===== src/verilog/psrc_defs.svh =====
`ifndef PSRC_DEFS_SVH
`define PSRC_DEFS_SVH
// Register byte offsets
`define PSRC_OFS_CTRL_A 12'h040
`define PSRC_OFS_CTRL_B 12'h044
`define PSRC_ADDR_W 12
// Reset values
`define PSRC_RST_CTRL_A 32'h0000_0000
`define PSRC_RST_CTRL_B 32'h0000_0000
// Implemented bits of each register
`define PSRC_IMPL_A 32'h0001_0048
`define PSRC_IMPL_B 32'h030F_5033
// Field positions, register a
`define PSRC_BIT_CONV0 16
`define PSRC_BIT_SLEEP 6
`define PSRC_BIT_WDOG 3
// Field positions, register b
`define PSRC_BIT_CMP1 25
`define PSRC_BIT_CMP0 24
`define PSRC_BIT_GPC_LO 16
`define PSRC_GPC_COUNT 4
`define PSRC_BIT_TWI1 14
`define PSRC_BIT_TWI0 12
`define PSRC_BIT_SYN1 5
`define PSRC_BIT_SYN0 4
`define PSRC_BIT_ASY1 1
`define PSRC_BIT_ASY0 0
`endif


===== src/verilog/psrc_pkg.sv =====
package psrc_pkg;
	// Register selected by the current bus address
	typedef enum logic [1:0] {PSRC_SEL_NONE, PSRC_SEL_A, PSRC_SEL_B} psrc_sel_t;
endpackage


===== src/verilog/psrc_top.sv =====
// Chosen here: the APB slave port.
`timescale 1ns/10ps
`default_nettype none
`include "psrc_defs.svh"

module psrc_top (
	// Clock and reset
	input wire logic clock,
	input wire logic rst_n,
	// APB slave
	input wire logic psel,
	input wire logic penable,
	input wire logic pwrite,
	input wire logic [`PSRC_ADDR_W-1:0] paddr,
	input wire logic [31:0] pwdata,
	output logic [31:0] prdata,
	output logic pready,
	output logic pslverr,
	// Capability masks from the device configuration
	input wire logic [31:0] capability_mask_a,
	input wire logic [31:0] capability_mask_b,
	// Peripheral resets, active high
	output logic conv_0_reset,
	output logic sleep_power_module_reset,
	output logic watchdog_reset_bit,
	output logic analog_cmp_1_reset,
	output logic analog_cmp_0_reset,
	output logic [3:0] gp_counter_reset,
	output logic two_wire_1_reset,
	output logic two_wire_0_reset,
	output logic sync_serial_1_reset,
	output logic sync_serial_0_reset,
	output logic async_serial_1_reset,
	output logic async_serial_0_reset
);
	import psrc_pkg::*;

	////////////////////////////////////////////////////////////////////////
	// Reset release
	logic [1:0] rst_sync_r;
	logic [1:0] rst_sync_nxt;
	logic rst_loc_n;

	// Shift ones in behind the released reset
	always_comb begin
		rst_sync_nxt = {rst_sync_r[0], 1'b1};
	end

	// Two stages so release never lands near a clock edge
	always_ff @(posedge clock or negedge rst_n) begin
		if (!rst_n) begin
			rst_sync_r <= 2'h0;
		end else begin
			rst_sync_r <= rst_sync_nxt;
		end
	end
	assign rst_loc_n = rst_sync_r[1];

	////////////////////////////////////////////////////////////////////////
	// Bus decode
	psrc_sel_t sel;
	logic wr_en;

	// Full decode: an alias would let a stray write reset a peripheral
	// Unmapped addresses answer with an error and no side effect
	always_comb begin
		if (paddr == `PSRC_OFS_CTRL_A) begin
			sel = PSRC_SEL_A;
		end else if (paddr == `PSRC_OFS_CTRL_B) begin
			sel = PSRC_SEL_B;
		end else begin
			sel = PSRC_SEL_NONE;
		end
	end

	// Zero wait states: every access completes in its first access cycle
	assign pready = 1'b1;
	// Fault only in the access phase; decode glitches in idle cycles stay hidden
	assign pslverr = psel & penable & (sel == PSRC_SEL_NONE);
	assign wr_en = psel & penable & pwrite;

	////////////////////////////////////////////////////////////////////////
	// Control registers
	logic [31:0] ctrl_a_r;
	logic [31:0] ctrl_a_nxt;
	logic [31:0] ctrl_b_r;
	logic [31:0] ctrl_b_nxt;
	logic [31:0] wmask_a;
	logic [31:0] wmask_b;

	// Capability masks are static configuration on this clock, so no synchroniser
	// Absent peripherals and reserved bits are never writable
	assign wmask_a = capability_mask_a & `PSRC_IMPL_A;
	assign wmask_b = capability_mask_b & `PSRC_IMPL_B;

	// Masked merge keeps unwritable bits at their old value
	always_comb begin
		ctrl_a_nxt = ctrl_a_r;
		ctrl_b_nxt = ctrl_b_r;
		if (wr_en && sel == PSRC_SEL_A) begin
			ctrl_a_nxt = (ctrl_a_r & ~wmask_a) | (pwdata & wmask_a);
		end
		if (wr_en && sel == PSRC_SEL_B) begin
			ctrl_b_nxt = (ctrl_b_r & ~wmask_b) | (pwdata & wmask_b);
		end
	end

	// Both registers clear on the local reset, releasing every peripheral
	always_ff @(posedge clock or negedge rst_loc_n) begin
		if (!rst_loc_n) begin
			ctrl_a_r <= `PSRC_RST_CTRL_A;
			ctrl_b_r <= `PSRC_RST_CTRL_B;
		end else begin
			ctrl_a_r <= ctrl_a_nxt;
			ctrl_b_r <= ctrl_b_nxt;
		end
	end

	////////////////////////////////////////////////////////////////////////
	// Read data
	logic [31:0] prdata_r;
	logic [31:0] prdata_nxt;

	// Registered read data; loaded in setup so it is valid in the access cycle
	// Costs a register, but keeps the decode path off prdata
	always_comb begin
		prdata_nxt = prdata_r;
		if (psel && !penable && !pwrite) begin
			case (sel)
				PSRC_SEL_A: prdata_nxt = ctrl_a_r;
				PSRC_SEL_B: prdata_nxt = ctrl_b_r;
				default: prdata_nxt = 32'h0000_0000;
			endcase
		end
	end

	always_ff @(posedge clock or negedge rst_loc_n) begin
		if (!rst_loc_n) begin
			prdata_r <= 32'h0000_0000;
		end else begin
			prdata_r <= prdata_nxt;
		end
	end
	assign prdata = prdata_r;

	////////////////////////////////////////////////////////////////////////
	// Peripheral reset outputs, straight from the register bits
	// Flop-driven so the peripherals never see a decode glitch as a reset pulse
	// A bit at one holds its peripheral in reset; clearing it lets go on the next edge
	assign conv_0_reset = ctrl_a_r[`PSRC_BIT_CONV0];
	assign sleep_power_module_reset = ctrl_a_r[`PSRC_BIT_SLEEP];
	assign watchdog_reset_bit = ctrl_a_r[`PSRC_BIT_WDOG];
	assign analog_cmp_1_reset = ctrl_b_r[`PSRC_BIT_CMP1];
	assign analog_cmp_0_reset = ctrl_b_r[`PSRC_BIT_CMP0];

	// One reset line per general counter, each with its own write check
	for (genvar gi = 0; gi < `PSRC_GPC_COUNT; gi = gi + 1) begin : g_gpc
		// Checked bit by bit, since a capability mask may leave gaps
		assign gp_counter_reset[gi] = ctrl_b_r[`PSRC_BIT_GPC_LO + gi];

	end

	assign two_wire_1_reset = ctrl_b_r[`PSRC_BIT_TWI1];
	assign two_wire_0_reset = ctrl_b_r[`PSRC_BIT_TWI0];
	assign sync_serial_1_reset = ctrl_b_r[`PSRC_BIT_SYN1];
	assign sync_serial_0_reset = ctrl_b_r[`PSRC_BIT_SYN0];
	assign async_serial_1_reset = ctrl_b_r[`PSRC_BIT_ASY1];
	assign async_serial_0_reset = ctrl_b_r[`PSRC_BIT_ASY0];
endmodule
`default_nettype wire


===== config.mk =====
export PLATFORM = sky130hd
export DESIGN_NAME = psrc_top
export DESIGN_NICKNAME = d
export VERILOG_FILES = /design/src/verilog/psrc_pkg.sv /design/src/verilog/psrc_top.sv
export VERILOG_INCLUDE_DIRS = /design/src /design/src/verilog
export SDC_FILE = /design/constraint.sdc
export NUM_CORES = 1
export LEC_CHECK = 0
export BUFFER_PORTS_ARGS = -buffer_cell sky130_fd_sc_hd__buf_2
export CORE_MARGIN = 2
export CORE_UTILIZATION = 31
export DETAILED_ROUTE_END_ITERATION = 10
export PLACE_DENSITY = 0.87
export SKIP_CTS_REPAIR_TIMING = 1
export SYNTH_ARGS = -nofsm -noshare
export SYNTH_HDL_FRONTEND = slang
export SYNTH_SLANG_ARGS = --single-unit

===== constraint.sdc =====
create_clock -name clock -period 1.35 [get_ports clock]
set_input_delay 0.2025 -clock clock [delete_from_list [all_inputs] [get_ports clock]]
set_output_delay 0.2025 -clock clock [all_outputs]
set_load 0.01 [all_outputs]

==> impl_metrics.csv <==
group,metric,value,unit
routing,routedWlPerCell,13.51,microns
sta,hold_viol,0,
die,die_x,73.25,microns
power,p_per_area,899.6,nW/um^2
run,drv_cap,0,
worst_setup_path,r2r.worst_path.cells,3,
worst_setup_path,required,1.51,ns
yosys,synth.distinct_cells,24,
clock_tree,cts_tree,"done",
power,p_seq_share,49.9,%
global_routing,antenna_found_initial,0,
yosys,synthCells,121,
die,coreArea,4661,sq um
yosys,synthTopCellsByArea,"dfrtp_1, buf_4, mux2_4",
hold_path,hold_class,"input pin to register",
worst_setup_path,end_kind,"register",
die,rows,25,
sta,slew_violations,0,
clock_tree,clk_latency,0.27,ns
final_layout,drive_above_1_share,56.46,%
die,die_h,73.25,microns
power,p_leak,1.198,nW
routing,vias_per_cell,4.460,
sta,fin_ws,-0.2843,ns
worst_setup_path,startpoint_type,"input pin",
worst_setup_path,critPathMaxFanout,12,
hold_path,min_path_cells,2,
power,switching_share,21.60,%
die,die-area,5365,sq um
yosys,yosysMostFrequentCell,"dfrtp_1",
worst_setup_path,path_class,"input pin to register",
yosys,ys_warn_count,0,
worst_setup_path,crit_arrival,1.80,ns
die,io_pins,162,
placement,numPortBuffers,75,
placement,place_worst_setup_slack,-0.6099,ns
clock_tree,numCtsBuffers,5,
clock_tree,cts.sinks,31,
yosys,synth_seq_cells,31,
final_layout,fin_nets,321,
final_layout,finalInstanceArea,2082,sq um
routing,vias,1173,
yosys,yosysTopAreaCellShare,52.19,%
worst_setup_path,ff2ff_setup_slack,0.44,ns
yosys,synthArstFlopShare,100.0,%
clock_tree,cts_max_path_buffers,2,
routing,drtIter0Drc,53,
routing,drtPass1Iterations,4,
power,power,1.873,mW
sta,rsz0062_at_grt,"true",
final_layout,area_delta_synth_final,40.07,%
placement,hpwl,2.637,mm
power,p_int,1.468,mW
status,outcome,"finished, violations left",
sta,layout_min_cycle_time,1.634,ns
routing,drc,0,
yosys,synthTopCellsByCount,"dfrtp_1, buf_4, nand2_1, a22o_1, mux2_4",
global_routing,grt_pass1_wl,4.995,mm
worst_setup_path,r2r_end,"prdata[16]$_DFFE_PN0P_",
power,ir_drop,0.4806,mV
placement,routabilityCongestion,0.6659,
yosys,ys_seq_area_share,52.19,%
power,p_comb_share,8.4,%
sta,fin_hold_ws,0.1557,ns
status,violations,"negative setup slack",
clock_tree,htreeDepth,2,
yosys,synth_area,1486,sq um
sta,fin_skew,0.002581,ns
global_routing,first_global_vias,1110,
sta,finalSetupViolCount,27,
global_routing,track_usage,12.53,%
yosys,avgSynthCellArea,12.28,sq um
final_layout,fillers,467,
power,power_frac_clock,41.7,%
sta,fin_crit_sh,121.1,%
clock_tree,clock-root-buffer,"clkbuf_8",
power,p_switching,0.4045,mW
placement,placedInstanceArea,1921,sq um
routing,antenna_left,0,
sta,fmax,0.6119,GHz
yosys,synthFlopType,"dfrtp_1",
clock_tree,clkTransAtPathRegs,0.06,ns
final_layout,num_antenna_cells,0,
routing,finalWirelength,3.554,mm
die,start_util,31.89,%
yosys,synth_edf_count,0,
yosys,yosysTopAreaCell,"dfrtp_1",
global_routing,grt_max_degree,17,
hold_path,hold_start,"pwdata[4]",
global_routing,overflow,0,
-- how the worst max path moves through the flow --
stage	end	depth (start not counted)	from	slack, ns
6_report	register	6	paddr[1]	-0.28
5_1_grt	register	6	paddr[1]	-0.33
3_3_place_gp	register	6	paddr[8]	-0.57
4_1_cts	pslverr	7	paddr[8]	-0.41
2_1_floorplan	register	5	paddr[8]	-0.38
3_5_place_dp	register	6	paddr[8]	-0.61
-- layout make-up --
cell class              count  area (sq um)  share of cell area (%)
flip-flops and latches     31         775.7                   37.26
multi-input cells          85         646.9                   31.07
repair buffers             85         491.7                   23.62
clock buffers               8         100.1                   4.808
well taps                  54         67.56                   3.245
-- power groups by stage --
stage / clock (mW) / combinational, mW / sequential (mW)
floorplan: 0 / 0.0852 / 0.962
global placement: 0 / 0.144 / 0.951
detailed placement: 0 / 0.148 / 0.951
CTS: 0.817 / 0.148 / 0.934
global route: 0.851 / 0.175 / 0.933
finish: 0.781 / 0.158 / 0.934
-- layout by cell type, fill, tap and decap left out, drive strengths merged, types with 2 or more instances in the layout --
master | netlist | layout
nor4 | 2 | 2
nand2 | 22 | 22
mux2 | 16 | 16
buf | 21 | 84
dfrtp | 31 | 31
o21ai | 2 | 2
clkbuf | 2 | 8
a22o | 11 | 11
or4 | 2 | 2
conb | 2 | 20
or3b | 2 | 2
-- metal layers --
layer / routed length, microns / track usage [%]
met4: 48 / 4.321
met3: 231 / 4.420
met1: 1318 / 14.63
met5: 0 / 0
met2: 1956 / 21.22
-- through the flow --
stage | utilization [%] | setup TNS, ns | cells
after CTS | 43.36 | -5.859 | 262
after detailed placement | 41.21 | -14.41 | 254
after floorplan | - | -7.898 | 139
after global placement | 41.21 | -13.47 | 254
final | 44.67 | -4.541 | 263
after global routing | 44.67 | -5.512 | 263
-- cells by family (layout without fill, tap and decap cells) --
| logic type | count (synthesis) | after routing | share of synthesized area [%] |
|---|---|---|---|
| and+or+nand+nor | 36 | 36 | 14.14 |
| DFF | 31 | 31 | 52.19 |
| buffers and inverters | 23 | 93 | 11.36 |
| muxes | 16 | 16 | 14.65 |
| AOI/OAI and AO/OA | 13 | 13 | 7.155 |
| other | 2 | 20 | 0.5052 |
-- critical path, stage by stage --
cell	delay (ns)
buf_2	0.10
or4_4	0.59
nor4_4	0.35
buf_12	0.19
nand2_1	0.08
mux2_4	0.29
No activity file was read; power rests on OpenSTA's default activity.
